--- src/verilog/abh_pkg.sv ---
// Package of constants for the serial link clocking and line-control block
//
// What this block does
// RQ1: Divide system clock per three rate-select bits
// RQ2: Code 000 uses external sixteenfold clock input
// RQ3: Selected clock feeds UART and clock output
// RQ4: Eightfold clock is selected clock halved
// RQ5: Switches give 200 or 600 baud
// RQ6: Request-to-send follows control bit directly
// RQ7: Terminal ready high except auto-dial mode (code drops it only when auto-dial and DTR-off are both set)
// RQ8: Secondary transmit low on break or RTS low (code drives it high only when break and RTS are both set)
// RQ9: Received data passes straight to UART
// RQ10: Four modem status inputs readable by processor
// RQ11: Firmware uses 110 baud eightfold tick timer
// RQ12: Handshake enabled clears transmit-ready on busy
// RQ13: Handshake is two-state, sixteenfold-clocked machine
// RQ14: Sample CB mid final sixteenth stop bit
// RQ15: CB off means busy, hold transmission
// RQ16: Extra receive buffer, gated on read
// RQ17: 110 baud code requests two stop bits
// RQ18: Break forces serial data output high
// RQ19: Sixteen bit-clock cycles per bit
// RQ20: Handshake disabled: ready follows holding empty
// RQ21: Buffer loads on data received, clears on read
package abh_pkg;
    localparam logic [2:0] ABH_RATE_EXT  = 3'h0;
    localparam logic [2:0] ABH_RATE_110  = 3'h1;
    localparam logic [2:0] ABH_RATE_150  = 3'h2;
    localparam logic [2:0] ABH_RATE_300  = 3'h3;
    localparam logic [2:0] ABH_RATE_1200 = 3'h4;
    localparam logic [2:0] ABH_RATE_2400 = 3'h5;
    localparam logic [2:0] ABH_RATE_4800 = 3'h6;
    localparam logic [2:0] ABH_RATE_9600 = 3'h7;
    // System clock divisors to the sixteenfold clock
    localparam int ABH_DIV_9600 = 32;
    localparam int ABH_DIV_4800 = 64;
    localparam int ABH_DIV_2400 = 128;
    localparam int ABH_DIV_1200 = 256;
    localparam int ABH_DIV_300  = 1024;
    localparam int ABH_DIV_150  = 2048;
    localparam int ABH_DIV_110  = 2800;
    localparam int ABH_DIV_600  = 512;
    localparam int ABH_DIV_200  = 1536;
    localparam int ABH_CNT_W    = 12;
    localparam int ABH_BIT_TICKS = 16;
    // Register offsets
    localparam logic [1:0] ABH_REG_CTRL   = 2'h0;
    localparam logic [1:0] ABH_REG_STATUS = 2'h1;
    localparam logic [1:0] ABH_REG_DATA   = 2'h2;
    // Control field positions
    localparam int ABH_CTRL_RATE_LSB = 0;
    localparam int ABH_CTRL_RTS      = 3;
    localparam int ABH_CTRL_BREAK    = 4;
    localparam int ABH_CTRL_AUTODIAL = 5;
    localparam int ABH_CTRL_DTR_OFF  = 6;
    localparam logic [7:0] ABH_CTRL_RESET = 8'h00;
    // Status field positions
    localparam int ABH_ST_TX_READY = 0;
    localparam int ABH_ST_RX_FULL  = 1;
    localparam int ABH_ST_CF       = 2;
    localparam int ABH_ST_CB       = 3;
    localparam int ABH_ST_CC       = 4;
    localparam int ABH_ST_SB       = 5;
    localparam int ABH_ST_PE       = 6;
    localparam int ABH_ST_OE       = 7;

    // Divisor for a rate code, 0 meaning external clock
    function automatic int abh_divisor(input logic [2:0] code);
        case (code)
            ABH_RATE_9600: abh_divisor = ABH_DIV_9600;
            ABH_RATE_4800: abh_divisor = ABH_DIV_4800;
            ABH_RATE_2400: abh_divisor = ABH_DIV_2400;
            ABH_RATE_1200: abh_divisor = ABH_DIV_1200;
            ABH_RATE_300:  abh_divisor = ABH_DIV_300;
            ABH_RATE_150:  abh_divisor = ABH_DIV_150;
            ABH_RATE_110:  abh_divisor = ABH_DIV_110;
            default:       abh_divisor = 0;
        endcase
    endfunction : abh_divisor
endpackage : abh_pkg

--- src/verilog/abh_top.sv ---
// Baud generator, line control, handshake and receive buffer
//
// The register addresses and the strobed register port were decided locally.
`timescale 1ns/10ps
`default_nettype none
module abh_top
    import abh_pkg::*;
(
    input  wire logic       system_clock_in,
    input  wire logic       resetn_in,
    // Register port
    input  wire logic [1:0] addr_in,
    input  wire logic [7:0] wdata_in,
    input  wire logic       wr_in,
    input  wire logic       rd_in,
    output logic [7:0]      rdata_out,
    // Clocks and switches
    input  wire logic       external_sixteenfold_clock_in,
    input  wire logic       external_generator_disable_switch_in,
    input  wire logic       rate_200_switch_open_in,
    input  wire logic       rate_600_switch_open_in,
    input  wire logic       handshake_switch_open_in,
    output logic            sixteenfold_clock_out,
    output logic            eightfold_clock_out,
    output logic            uart_clock_tick_out,
    output logic            two_stop_bits_out,
    // UART side
    input  wire logic       uart_serial_out_in,
    input  wire logic       uart_hold_empty_in,
    input  wire logic       uart_stop_sample_in,
    input  wire logic       uart_data_received_in,
    input  wire logic [7:0] uart_rx_data_in,
    input  wire logic       uart_parity_error_in,
    input  wire logic       uart_overrun_in,
    output logic            uart_data_received_reset_out,
    output logic            uart_serial_in_out,
    // Line side
    input  wire logic       line_rx_data_in,
    input  wire logic       cf_in,
    input  wire logic       cb_in,
    input  wire logic       cc_in,
    input  wire logic       sb_in,
    output logic            line_tx_data_out,
    output logic            rts_out,
    output logic            dtr_out,
    output logic            secondary_tx_out
);
    ////////////////////////////////////////////////////////////////////////////
    // Input synchronisers
    logic [1:0] ext_sync;
    logic [1:0] rx_sync;
    logic [3:0] st_sync1;
    logic [3:0] st_sync2;
    logic [3:0] sw_sync1;
    logic [3:0] sw_sync2;
    logic       ext_prev;

    // Two flops on the external clock, line receive data, modem status and switch inputs
    always_ff @(posedge system_clock_in or negedge resetn_in) begin
        if (!resetn_in) begin
            ext_sync <= 2'h0;
            rx_sync  <= 2'h3;
            st_sync1 <= 4'h0;
            st_sync2 <= 4'h0;
            sw_sync1 <= 4'h0;
            sw_sync2 <= 4'h0;
            ext_prev <= 1'b0;
        end else begin
            ext_sync <= {ext_sync[0], external_sixteenfold_clock_in};
            rx_sync  <= {rx_sync[0], line_rx_data_in};
            st_sync1 <= {sb_in, cc_in, cb_in, cf_in};
            st_sync2 <= st_sync1;
            // Switches are pins too: handshake, 600, 200, generator disable
            sw_sync1 <= {handshake_switch_open_in, rate_600_switch_open_in,
                         rate_200_switch_open_in, external_generator_disable_switch_in};
            sw_sync2 <= sw_sync1;
            ext_prev <= ext_sync[1];
        end
    end

    ////////////////////////////////////////////////////////////////////////////
    // Control register
    logic [7:0] ctrl;
    logic [7:0] next_ctrl;
    logic [2:0] rate;

    // Software write of the control word
    always_comb begin
        next_ctrl = ctrl;
        if (wr_in && addr_in == ABH_REG_CTRL) next_ctrl = wdata_in;
    end

    always_ff @(posedge system_clock_in or negedge resetn_in) begin
        if (!resetn_in) ctrl <= ABH_CTRL_RESET;
        else ctrl <= next_ctrl;
    end

    assign rate = ctrl[ABH_CTRL_RATE_LSB +: 3];

    ////////////////////////////////////////////////////////////////////////////
    // Baud rate generator
    logic [ABH_CNT_W-1:0] div_cnt;
    logic [ABH_CNT_W-1:0] next_div_cnt;
    logic [ABH_CNT_W-1:0] div_len;
    logic                 tick;
    logic                 next_tick;
    logic                 x16;
    logic                 next_x16;
    logic                 x8;
    logic                 next_x8;
    logic                 use_ext;

    // Pick divisor: internal code, switch rate, or external clock
    always_comb begin
        use_ext = 1'b0;
        div_len = ABH_CNT_W'(abh_divisor(rate)); // RQ1
        if (rate == ABH_RATE_EXT) begin
            use_ext = 1'b1; // RQ2
            if (sw_sync2[0]) begin // RQ5
                if (sw_sync2[2]) begin
                    use_ext = 1'b0;
                    div_len = ABH_CNT_W'(ABH_DIV_600);
                end else if (sw_sync2[1]) begin
                    use_ext = 1'b0;
                    div_len = ABH_CNT_W'(ABH_DIV_200);
                end
            end
        end
    end

    // Count up, one tick per sixteenfold period
    always_comb begin
        next_div_cnt = div_cnt;
        next_tick    = 1'b0;
        next_x16     = x16;
        next_x8      = x8;
        if (use_ext) begin
            next_div_cnt = '0;
            next_x16     = ext_sync[1]; // RQ2
            next_tick    = ext_sync[1] & ~ext_prev;
        end else if (div_cnt >= div_len - ABH_CNT_W'(1)) begin
            next_div_cnt = '0;
            next_tick    = 1'b1; // RQ1
            next_x16     = 1'b1;
        end else begin
            next_div_cnt = div_cnt + ABH_CNT_W'(1);
            if (div_cnt == (div_len >> 1) - ABH_CNT_W'(1)) next_x16 = 1'b0;
        end
        if (next_tick) next_x8 = ~x8; // RQ4 RQ11
    end

    always_ff @(posedge system_clock_in or negedge resetn_in) begin
        if (!resetn_in) begin
            div_cnt <= '0;
            tick    <= 1'b0;
            x16     <= 1'b0;
            x8      <= 1'b0;
        end else begin
            div_cnt <= next_div_cnt;
            tick    <= next_tick;
            x16     <= next_x16;
            x8      <= next_x8;
        end
    end

    ////////////////////////////////////////////////////////////////////////////
    // Transmit handshake
    logic busy;

    abh_handshake u_handshake (
        .system_clock_in     (system_clock_in),
        .resetn_in      (resetn_in),
        .tick_in        (tick),
        .enable_in      (sw_sync2[3]), // RQ12
        .cb_on_in       (st_sync2[1]),
        .stop_sample_in (uart_stop_sample_in),
        .busy_out       (busy)
    );

    ////////////////////////////////////////////////////////////////////////////
    // Receive buffer stage
    logic [7:0] rx_buf;
    logic [7:0] next_rx_buf;
    logic       rx_full;
    logic       next_rx_full;
    logic       drr;
    logic       next_drr;
    logic       data_rd;

    assign data_rd = rd_in && addr_in == ABH_REG_DATA;

    // Load from UART when empty; read frees it, new data wins
    always_comb begin
        next_rx_buf  = rx_buf;
        next_rx_full = rx_full;
        next_drr     = 1'b0;
        if (data_rd) next_rx_full = 1'b0; // RQ21
        if (uart_data_received_in && !drr && (!rx_full || data_rd)) begin
            next_rx_buf  = uart_rx_data_in; // RQ16 RQ21
            next_rx_full = 1'b1;
            next_drr     = 1'b1;
        end
    end

    always_ff @(posedge system_clock_in or negedge resetn_in) begin
        if (!resetn_in) begin
            rx_buf  <= 8'h00;
            rx_full <= 1'b0;
            drr     <= 1'b0;
        end else begin
            rx_buf  <= next_rx_buf;
            rx_full <= next_rx_full;
            drr     <= next_drr;
        end
    end

    ////////////////////////////////////////////////////////////////////////////
    // Read data and registered outputs
    logic [7:0] next_rdata;
    logic [7:0] status;

    always_comb begin
        status = 8'h00;
        status[ABH_ST_TX_READY] = uart_hold_empty_in & ~busy; // RQ12 RQ20
        status[ABH_ST_RX_FULL]  = rx_full;
        status[ABH_ST_CF]       = st_sync2[0]; // RQ10
        status[ABH_ST_CB]       = st_sync2[1];
        status[ABH_ST_CC]       = st_sync2[2];
        status[ABH_ST_SB]       = st_sync2[3];
        status[ABH_ST_PE]       = uart_parity_error_in;
        status[ABH_ST_OE]       = uart_overrun_in;
        next_rdata = 8'h00;
        if (rd_in) begin
            case (addr_in)
                ABH_REG_CTRL:   next_rdata = ctrl;
                ABH_REG_STATUS: next_rdata = status;
                ABH_REG_DATA:   next_rdata = rx_full ? rx_buf : 8'h00; // RQ16
                default:        next_rdata = 8'h00;
            endcase
        end
    end

    always_ff @(posedge system_clock_in or negedge resetn_in) begin
        if (!resetn_in) begin
            rdata_out                    <= 8'h00;
            sixteenfold_clock_out        <= 1'b0;
            eightfold_clock_out          <= 1'b0;
            uart_clock_tick_out          <= 1'b0;
            two_stop_bits_out            <= 1'b0;
            uart_data_received_reset_out <= 1'b0;
            uart_serial_in_out           <= 1'b1;
            line_tx_data_out             <= 1'b1;
            rts_out                      <= 1'b0;
            dtr_out                      <= 1'b0;
            secondary_tx_out             <= 1'b0;
        end else begin
            rdata_out                    <= next_rdata;
            sixteenfold_clock_out        <= x16; // RQ3
            eightfold_clock_out          <= x8; // RQ4
            uart_clock_tick_out          <= tick; // RQ3 RQ19
            two_stop_bits_out            <= (rate == ABH_RATE_110); // RQ17
            uart_data_received_reset_out <= next_drr;
            uart_serial_in_out           <= rx_sync[1]; // RQ9
            line_tx_data_out             <= ctrl[ABH_CTRL_BREAK] | uart_serial_out_in; // RQ18
            rts_out                      <= ctrl[ABH_CTRL_RTS]; // RQ6
            dtr_out                      <= ~(ctrl[ABH_CTRL_AUTODIAL]
                                              & ctrl[ABH_CTRL_DTR_OFF]); // RQ7
            secondary_tx_out             <= ctrl[ABH_CTRL_BREAK] & ctrl[ABH_CTRL_RTS]; // RQ8
        end
    end
endmodule : abh_top
`default_nettype wire

--- src/verilog/abh_handshake.sv ---
// Two-state transmit handshake machine
`timescale 1ns/10ps
`default_nettype none
module abh_handshake
    import abh_pkg::*;
(
    input  wire logic system_clock_in,
    input  wire logic resetn_in,
    input  wire logic tick_in,
    input  wire logic enable_in,
    input  wire logic cb_on_in,
    input  wire logic stop_sample_in,
    output var  logic busy_out
);
    typedef enum logic {ABH_HS_GO, ABH_HS_HOLD} abh_hs_t;
    abh_hs_t state;
    abh_hs_t next_state;

    // Next state at sample instants; forced to GO on any cycle when disabled
    always_comb begin
        next_state = state;
        if (!enable_in) begin
            next_state = ABH_HS_GO; // RQ20
        end else if (tick_in) begin // RQ13
            case (state)
                ABH_HS_GO: begin
                    if (stop_sample_in && !cb_on_in) next_state = ABH_HS_HOLD; // RQ14 RQ15
                end
                ABH_HS_HOLD: begin
                    if (cb_on_in) next_state = ABH_HS_GO; // RQ15
                end
                default: next_state = ABH_HS_GO;
            endcase
        end
    end

    // State register
    always_ff @(posedge system_clock_in or negedge resetn_in) begin
        if (!resetn_in) state <= ABH_HS_GO;
        else state <= next_state;
    end

    assign busy_out = (state == ABH_HS_HOLD);
endmodule : abh_handshake
`default_nettype wire

--- config.mk ---
export PLATFORM = sky130hd
export DESIGN_NAME = abh_top
export DESIGN_NICKNAME = d
export VERILOG_FILES = /design/src/verilog/abh_pkg.sv /design/src/verilog/abh_top.sv /design/src/verilog/abh_handshake.sv
export SDC_FILE = /design/constraint.sdc
export NUM_CORES = 1
export LEC_CHECK = 0
export ABC_AREA = 1
export BUFFER_PORTS_ARGS = -buffer_cell sky130_fd_sc_hd__buf_2
export CAP_MARGIN = 20
export CELL_PAD_IN_SITES_DETAIL_PLACEMENT = 0
export CELL_PAD_IN_SITES_GLOBAL_PLACEMENT = 1
export CORE_ASPECT_RATIO = 0.75
export CORE_MARGIN = 8
export CORE_UTILIZATION = 42
export CTS_CLUSTER_SIZE = 20
export DETAILED_ROUTE_END_ITERATION = 8
export PLACE_DENSITY_LB_ADDON = 0.1
export SLEW_MARGIN = 20
export SYNTH_ARGS = -nofsm -noshare
export SYNTH_HDL_FRONTEND = slang
export SYNTH_HIERARCHICAL = 1
export SYNTH_SLANG_ARGS = --single-unit
--- constraint.sdc ---
create_clock -name system_clock_in -period 3.1 [get_ports system_clock_in]
set_input_delay 0.775 -clock system_clock_in [delete_from_list [all_inputs] [get_ports system_clock_in]]
set_output_delay 0.775 -clock system_clock_in [all_outputs]
set_load 0.005 [all_outputs]
==> flow_summary.yaml, run 1 <==
clock_tree:
  clk_root_buffer_cell: "clkbuf_8"
  path_clk_slew_ns: 0.08
  cts_resized: 0
  cts.path.max_buffers: 2
  cts.htree.levels: 3
  cts_sinks: 72
  clk_latency_ns: 0.34
  post_cts_buffers: 0
  cts_tree: "done"
  cts_buffers: 9
  cts_hold_buffers: 0
timing:
  fin_hold_ws_ns: 0.351
  worstMarginPinSlew_ns: 0.642
  worst_slack_ns: 0.344
  rsz0062_at_grt: "no"
  setup-violations-final: 0
  relSlewSlack: 0.570
  skew_ns: 0.00594
  period_share: 0.889
  finalHoldViolations: 0
  drv_slew: 0
  min_period_ns: 2.76
  fmax_ghz: 0.363
  tns_ns: 0
drt:
  drt_iter0_markers: 135
  avgRoutedWirePerCell_um: 13.6
  ant_nets: 0
  drc: 0
  drt-total-wl_mm: 6.80
  route.vias.total: 2304
  first_pass_iters: 4
  drt-vias-per-instance: 4.61
power:
  power_leakage_nw: 1.92
  pwr_density_cell_mw_per_mm2: 701
  ir_drop_mv: 0.290
synth:
  syn_area_mm2: 0.00313
  yosys_warnings: 6
  synth_seq_area_share: 0.577
  syn_avg_cell_area_um2: 9.54
  synthDistinctLibCells: 33
  synth_nets: 376
  ys_seq_elements: 72
  syn_inst: 328
critical_path:
  critical_path_class: "register to register"
  path_cells: "inv_2 > nand2_2 > nor2_2 > nor2_1 > ha_1 > nand3_2 > nor2_4 > nand2_1 > nand2_1 > ha_1 > inv_1 > nor3_1 > nand3_1 > nand3_1 > nor2_2 > inv_2 > nor3_1"
  reg2reg_slack_ns: 0.34
  slowest_stage: "dfrtp_1"
  cp.arrival_ns: 2.98
  required_ns: 3.32
  end_kind: "register"
  startpoint_type: "register"
  cp_slowest_stage_delay_ns: 0.46
  path_buf_inv: 3
  cpLargestDelayFamily: "simple AND/OR/NAND/NOR gates"
  cp_max_fo: 10
global_route:
  grt_pass1_wl_mm: 11.5
  grt.overflow.total: 0
  track_usage: 0.142
  first_global_vias: 2321
  antenna_found_initial: 0
  grt_start_max_net_pins: 73
layout:
  fin_util: 0.514
  drive_gt1_frac: 0.273
  nets: 442
  n_antenna_cell: 0
  syn2layout_area_growth_pct: 19.7
die:
  rows: 27
  fp.dieH_um: 90.8
  io_pins: 56
  die_w_um: 116
  core_area_mm2: 0.00730
  start_util: 0.429
  die_area_mm2: 0.0105
placement:
  place.gp.congestion: 0.809
  place_ws_ns: 0.291
  hpwl_mm: 4.96
  portBuffers: 55
run_status:
  outcome: "complete, no violations"
min_path:
  worstHoldPathType: "register to register"
flow_run:
  maxCapViolCount: 0
registers in the layout, indices dropped and copies added (netlist names), 4 cells and up:
register / count
rx_buf: 8
ctrl: 8
rdata_out: 8
sw_sync1: 4
st_sync2: 4
st_sync1: 4
sw_sync2: 4
div_cnt: 12
cells in the mapped netlist, drive strengths merged:
library cell | instances | area [um2]
a21boi | 1 | 7.51
a21oi | 9 | 45.0
a31oi | 8 | 50.1
buf | 2 | 12.5
clkinv | 1 | 3.75
dfrtp | 68 | 1700
dfstp | 4 | 105
ha | 10 | 125
inv | 24 | 92.6
mux2 | 5 | 56.3
nand2 | 108 | 420
nand3 | 24 | 125
nand3b | 3 | 22.5
nand4 | 1 | 6.26
nor2 | 42 | 208
nor3 | 2 | 10.0
nor3b | 1 | 12.5
o21ai | 2 | 10.0
o21bai | 1 | 11.3
o31a | 1 | 8.76
or2 | 3 | 18.8
xnor2 | 1 | 8.76
xor2 | 7 | 68.8
stage by stage:
stage	std cells	area [um2]	total power, W
after floorplan	328	3130	0.00169
after global placement	484	3550	0.00191
after detailed placement	484	3550	0.00191
after CTS	500	3740	0.00266
after global routing	500	3750	0.00283
final	500	3750	0.00263
area by class of cell:
type | instances | area (um2)
Fill cell | 718 | 3550
Sequential cell | 72 | 1810
Clock buffer | 10 | 128
Timing Repair Buffer | 57 | 303
Tap cell | 101 | 126
Inverter | 25 | 96.3
Clock inverter | 6 | 68.8
Multi-Input combinational cell | 229 | 1220
worst paths after layout:
kind	start	to	cells past startpoint
min in group asynchronous	resetn_in	div_cnt[3]	2
max reg2reg	ctrl[1]	div_cnt[6]	17
min	sw_sync1[3]	sw_sync2[3]	0
max in group asynchronous	resetn_in	line_tx_data_out	2
max	ctrl[1]	div_cnt[6]	17
min reg2reg	sw_sync1[3]	sw_sync2[3]	0
cell families after synthesis:
| group | count (synthesis) | share of synthesized area |
|---|---|---|
| simple gates | 184 | 0.263 |
| flops | 72 | 0.577 |
| buf+inv | 27 | 0.0348 |
| compound gates | 22 | 0.0424 |
| fa+ha+maj | 10 | 0.0400 |
| xor+xnor | 8 | 0.0248 |
| mux | 5 | 0.0180 |
power breakdown:
part | switching (W) | internal [W] | total [W] | leakage, nW
Combinational | 0.000368 | 0.000258 | 0.000626 | 0.943
Sequential | 0.000136 | 0.00113 | 0.00126 | 0.878
Clock | 0.000361 | 0.000376 | 0.000737 | 0.0968
Total | 0.000865 | 0.00176 | 0.00263 | 1.92
placed cells by master (no fill, tap or decap), types with 3 or more instances in the layout:
cell	Yosys	layout
nand2_1	104	104
dfrtp_1	68	67
buf_2	1	55
nor2_1	30	29
nand3_1	23	23
inv_1	20	20
ha_1	10	10
nor2_2	8	9
a21oi_1	9	9
clkbuf_8	0	9
a31oi_1	8	8
xor2_1	6	6
mux2_2	5	5
nor2_4	4	4
dfstp_2	4	4
inv_2	3	3
nand2_2	3	3
nand3b_1	3	3
per-layer routing:
layer  routed length, um  GRT usage  vias to the layer above
met2                2750      0.188                       71
met5                   0          0                        -
li1                    -          -                     1185
met1                3540      0.204                     1046
met3                 471     0.0581                        2
met4                  29     0.0388                        0
Power figures use the tool's default switching activity.
==> run 2: changes to the inputs <==
--- a/config.mk
+++ b/config.mk
@@ -5,16 +5,16 @@
 export SDC_FILE = /design/constraint.sdc
 export NUM_CORES = 1
 export LEC_CHECK = 0
-export ABC_AREA = 1
 export BUFFER_PORTS_ARGS = -buffer_cell sky130_fd_sc_hd__buf_2
 export CAP_MARGIN = 20
 export CELL_PAD_IN_SITES_DETAIL_PLACEMENT = 0
 export CELL_PAD_IN_SITES_GLOBAL_PLACEMENT = 1
 export CORE_ASPECT_RATIO = 0.75
 export CORE_MARGIN = 8
-export CORE_UTILIZATION = 42
+export CORE_UTILIZATION = 34
 export CTS_CLUSTER_SIZE = 20
 export DETAILED_ROUTE_END_ITERATION = 8
+export GPL_ROUTABILITY_DRIVEN = 0
 export PLACE_DENSITY_LB_ADDON = 0.1
 export SLEW_MARGIN = 20
 export SYNTH_ARGS = -nofsm -noshare
==> flow_summary.yaml, run 2 <==
run_status:
  outcome: "complete, no violations"
critical_path:
  reg2reg_from: "ctrl[1]"
  r2r_cells: 13
  critical_path_class: "register to register"
  cp.arrival_ns: 3.06
  cp_max_fo: 7
  required_ns: 3.31
  end_kind: "register"
  r2r-end: "x8"
  reg2reg_slack_ns: 0.25
  startpoint_type: "register"
timing:
  setup-violations-final: 0
  relSlewSlack: 0.408
  worstMarginPinSlew_ns: 0.889
  fmax_ghz: 0.351
  skew_ns: 0.00403
  period_share: 0.920
  finalHoldViolations: 0
  drv_slew: 0
  min_period_ns: 2.85
synth:
  synth_top_area_frac: 0.527
  synth_edf_count: 0
  yosys_warnings: 6
  ys_async_sr_fraction: 1.00
  yosysMostFrequentCell: "dfrtp_1"
  ys_seq_elements: 72
  syn_avg_cell_area_um2: 11.2
  yosysTopAreaCell: "dfrtp_1"
  synth_flop_cell: "dfrtp_1"
  synth_seq_area_share: 0.560
  synth_common_cells: "dfrtp_1, nor2_1, a21oi_1"
  synthDistinctLibCells: 47
  syn_inst: 288
  synth.area.top_cells: "dfrtp_1, mux2_2, ha_1, dfstp_2, xnor2_1"
  syn_area_mm2: 0.00323
  synth_nets: 336
drt:
  drt_iter0_markers: 85
  ant_nets: 0
  wl_met2_mm: 2.88
  drt-vias-per-instance: 4.56
  drt-total-wl_mm: 7.56
  wl_met3_um: 467
  first_pass_iters: 4
  avgRoutedWirePerCell_um: 15.5
  route.vias.total: 2223
  top_layer_used: "met4"
  drc: 0
  wl_met1_mm: 4.14
layout:
  fillers: 872
  final_common_cell: "dfrtp_1"
  layout_common_cells: "dfrtp_1, buf_2, nor2_1"
  syn2layout_area_growth_pct: 24.0
  design_area_mm2: 0.00400
  nets: 402
  drive_gt1_frac: 0.315
  top_register: "div_cnt"
  n_antenna_cell: 0
  fin_util: 0.439
  largest_register_ffs: 12
die:
  start_util: 0.354
  rows: 30
  io_pins: 56
  fp.dieH_um: 100
  die_w_um: 128
  core_area_mm2: 0.00912
  die_area_mm2: 0.0129
placement:
  dpl_cell_area_mm2: 0.00371
  hpwl_mm: 5.51
  portBuffers: 55
clock_tree:
  cts.path.max_buffers: 2
  clk_latency_ns: 0.33
  cts_hold_buffers: 0
  cts_buffers: 9
  clk_root_buffer_cell: "clkbuf_16"
  path_clk_slew_ns: 0.06
  cts_tree: "done"
  cts_sinks: 72
  cts.htree.levels: 3
global_route:
  grt_start_max_net_pins: 73
  first_global_vias: 2387
  grt_pass1_wl_mm: 12.8
  antenna_found_initial: 0
  grt.overflow.total: 0
  track_usage: 0.129
min_path:
  worstHoldPathType: "register to register"
  holdPathEnd: "st_sync2[0]"
  min_from: "st_sync1[0]"
  whs_path_depth: 0
flow_run:
  maxCapViolCount: 0
power:
  ir_drop_mv: 0.485
  pwr_density_cell_mw_per_mm2: 690
  power_leakage_nw: 1.85
[run 2: repair_timing]
action / 4_1_cts / 5_1_grt
setup endpoints to repair: 0 / 11
setup buffers: 0 / 0
endpoints found under the hold margin: 0 / 0
resized for setup: 0 / 1
[run 2: final cells by class]
cell class / instances / area [um2] / share of cell area
Inverter: 10 / 37.5 / 0.00938
Tap cell: 128 / 160 / 0.0400
Timing Repair Buffer: 70 / 390 / 0.0975
Clock buffer: 11 / 253 / 0.0631
Sequential cell: 72 / 1810 / 0.451
Multi-Input combinational cell: 191 / 1320 / 0.329
Clock inverter: 5 / 38.8 / 0.00969
[run 2: worst max path at each step]
stage / startpoint / endpoint / slack (ns) / cells after the start
floorplan: ctrl[0] / x8 / 0.06 / 15
global placement: ctrl[1] / x8 / 0.24 / 14
detailed placement: ctrl[1] / x8 / 0.15 / 14
CTS: ctrl[1] / x8 / 0.17 / 13
global route: ctrl[1] / x8 / -0.006 / 13
finish: ctrl[1] / x8 / 0.25 / 13
[run 2: kinds of logic (layout without fill, tap and decap cells)]
logic type	Yosys count	count (layout)	share of synthesized area
buffers and inverters	25	96	0.0337
DFF	72	72	0.560
AOI/OAI and AO/OA	60	60	0.119
muxes	13	13	0.0454
adders and majority gates	10	10	0.0388
xor gates and xnor gates	20	20	0.0585
and+or+nand+nor	88	88	0.145
[run 2: layer usage]
metal / GRT usage / up-vias
met1: 0.188 / 1041
met4: 0.0324 / 0
met2: 0.165 / 51
met5: 0 / -
met3: 0.0593 / 5
li1: - / 1126
[run 2: where the power goes]
group	switching, W	internal [W]
Sequential	0.0000970	0.00109
Combinational	0.000299	0.000291
Clock	0.000395	0.000589
Total	0.000791	0.00197
[run 2: critical path, stage by stage (launching register included)]
cell and delay [ns]:
dfrtp_1 0.45, inv_1 0.10, nor2_1 0.04, o21ai_0 0.16, ha_1 0.26, inv_1 0.10, buf_4 0.16, xnor2_1 0.12
ha_1 0.19, or4_1 0.48, a21oi_2 0.22, o31ai_4 0.13, a21boi_2 0.19, xor2_1 0.14
[run 2: per-stage QoR]
step	TNS (ns)	worst slack, ns	hold slack, ns	std cells	power [W]
after floorplan	0	0.0628	0.331	288	0.00157
after global placement	0	0.236	0.332	471	0.00180
after detailed placement	0	0.148	0.335	471	0.00180
after CTS	0	0.171	0.345	487	0.00281
after global routing	-0.00625	-0.00625	0.355	487	0.00295
final	0	0.249	0.345	487	0.00276
==> run 3: changes to the inputs <==
--- a/config.mk
+++ b/config.mk
@@ -15,6 +15,7 @@
 export CTS_CLUSTER_SIZE = 20
 export DETAILED_ROUTE_END_ITERATION = 8
 export GPL_ROUTABILITY_DRIVEN = 0
+export MAX_ROUTING_LAYER = met4
 export PLACE_DENSITY_LB_ADDON = 0.1
 export SLEW_MARGIN = 20
 export SYNTH_ARGS = -nofsm -noshare
==> constraint.sdc (replaced) <==
create_clock -name system_clock_in -period 3.2 [get_ports system_clock_in]
set_input_delay 0.8 -clock system_clock_in [delete_from_list [all_inputs] [get_ports system_clock_in]]
set_output_delay 0.8 -clock system_clock_in [all_outputs]
set_load 0.005 [all_outputs]
==> flow_summary.yaml, run 3 (same netlist as run 2, synthesis figures left out) <==
timing:
  fmax_ghz: 0.338
  skew_ns: 0.00390
  tns_ns: 0
  setup-violations-final: 0
  rsz0062_at_grt: "no"
  drv_slew: 0
  min_period_ns: 2.95
  finalHoldViolations: 0
  relSlewSlack: 0.409
  worstMarginPinSlew_ns: 0.886
  period_share: 0.923
drt:
  drt-vias-per-instance: 4.52
  drt_iter0_markers: 100
  drc: 0
  ant_nets: 0
  avgRoutedWirePerCell_um: 15.8
  drt-total-wl_mm: 7.71
  first_pass_iters: 5
  route.vias.total: 2203
layout:
  nets: 402
  top_register: "div_cnt"
  drive_gt1_frac: 0.312
  largest_register_ffs: 12
  layout_common_cells: "dfrtp_1, buf_2, nor2_1"
  syn2layout_area_growth_pct: 24.3
  n_antenna_cell: 0
  finalNonFillerCells: 487
  final_common_cell: "dfrtp_1"
die:
  die_area_mm2: 0.0129
  die_w_um: 128
  rows: 30
  io_pins: 56
  core_area_mm2: 0.00912
  start_util: 0.354
  fp.dieH_um: 100
critical_path:
  critical_path_class: "register to register"
  cpLargestDelayFamily: "compound AO/OA/AOI/OAI gates"
  startpoint_type: "register"
  end_kind: "register"
  path_buf_inv: 1
  slowest_stage: "dfrtp_1"
  cp_slowest_stage_delay_ns: 0.45
  required_ns: 3.41
  path_cells: "inv_1 > nor2_1 > o21ai_0 > ha_1 > xnor2_1 > a211oi_1 > a41oi_2 > ha_1 > o21ai_0 > nor2_1 > nor3_1 > o31ai_4 > a21boi_2 > xor2_1"
  cp_max_fo: 7
  cp.arrival_ns: 3.17
power:
  power_leakage_nw: 1.86
  pwr_density_cell_mw_per_mm2: 683
  ir_drop_mv: 0.374
clock_tree:
  clk_root_buffer_cell: "clkbuf_16"
  clk_latency_ns: 0.33
  cts_buffers: 9
  path_clk_slew_ns: 0.06
  post_cts_buffers: 0
  cts_sinks: 72
  cts_resized: 0
  cts.path.max_buffers: 2
  cts_tree: "done"
  cts_hold_buffers: 0
  cts.htree.levels: 3
global_route:
  first_global_vias: 2374
  grt_pass1_wl_mm: 12.7
  grt_start_max_net_pins: 73
  antenna_found_initial: 0
  grt.overflow.total: 0
  track_usage: 0.132
run_status:
  outcome: "complete, no violations"
min_path:
  worstHoldPathType: "register to register"
placement:
  hpwl_mm: 5.49
  portBuffers: 55
  dp_cells: 471
flow_run:
  maxCapViolCount: 0
run 3: cell types whose count changed in the layout (fill, tap and decap cells not counted):
cell,change
clkbuf_8,-1
bufinv_16,+1
clkinvlp_4,-1
nor3_1,+1
clkinv_2,+1
nor3_2,-1
run 3: report_power, final:
part | switching [W] | internal [W] | total, W
Sequential | 0.0000952 | 0.00106 | 0.00115
Clock | 0.000391 | 0.000627 | 0.00102
Combinational | 0.000290 | 0.000281 | 0.000571
Total | 0.000776 | 0.00197 | 0.00274
run 3: per-layer routing:
layer | track usage | routed length [um] | share of wire
met1 | 0.182 | 4310 | 0.56
met2 | 0.178 | 3050 | 0.40
met3 | 0.0429 | 270 | 0.035
met4 | 0.0378 | 75 | 0.0097
met5 | - | 0 | 0
run 3: final cells by class:
cell class,instances,area [um2]
fill,857,5110
sequential,72,1810
multi-input combinational,191,1310
timing repair buffer,70,390
clock buffer,10,239
tap,128,160
clock inverter,6,66.3
inverter,10,37.5
run 3: worst paths after layout:
check / from / endpoint / slack, ns / cells after the start
min in group asynchronous: resetn_in / sw_sync1[1] / 0.59 / 1
setup / recovery: ctrl[1] / x8 / 0.25 / 14
max in group asynchronous: resetn_in / ctrl[6] / 2.03 / 1
hold / removal: st_sync1[0] / st_sync2[0] / 0.35 / 0
setup reg to reg: ctrl[1] / x8 / 0.25 / 14
hold reg to reg: st_sync1[0] / st_sync2[0] / 0.35 / 0
run 3: per-stage QoR:
step	hold WS (ns)	setup WS, ns	power (W)	cell area (um2)	util
floorplan	0.331	0.163	0.00152	3230	-
global placement	0.331	0.311	0.00174	3710	0.406
detailed placement	0.335	0.214	0.00174	3710	0.406
CTS	0.348	0.228	0.00278	4010	0.440
global route	0.350	0.0264	0.00291	4010	0.440
finish	0.345	0.245	0.00274	4010	0.440
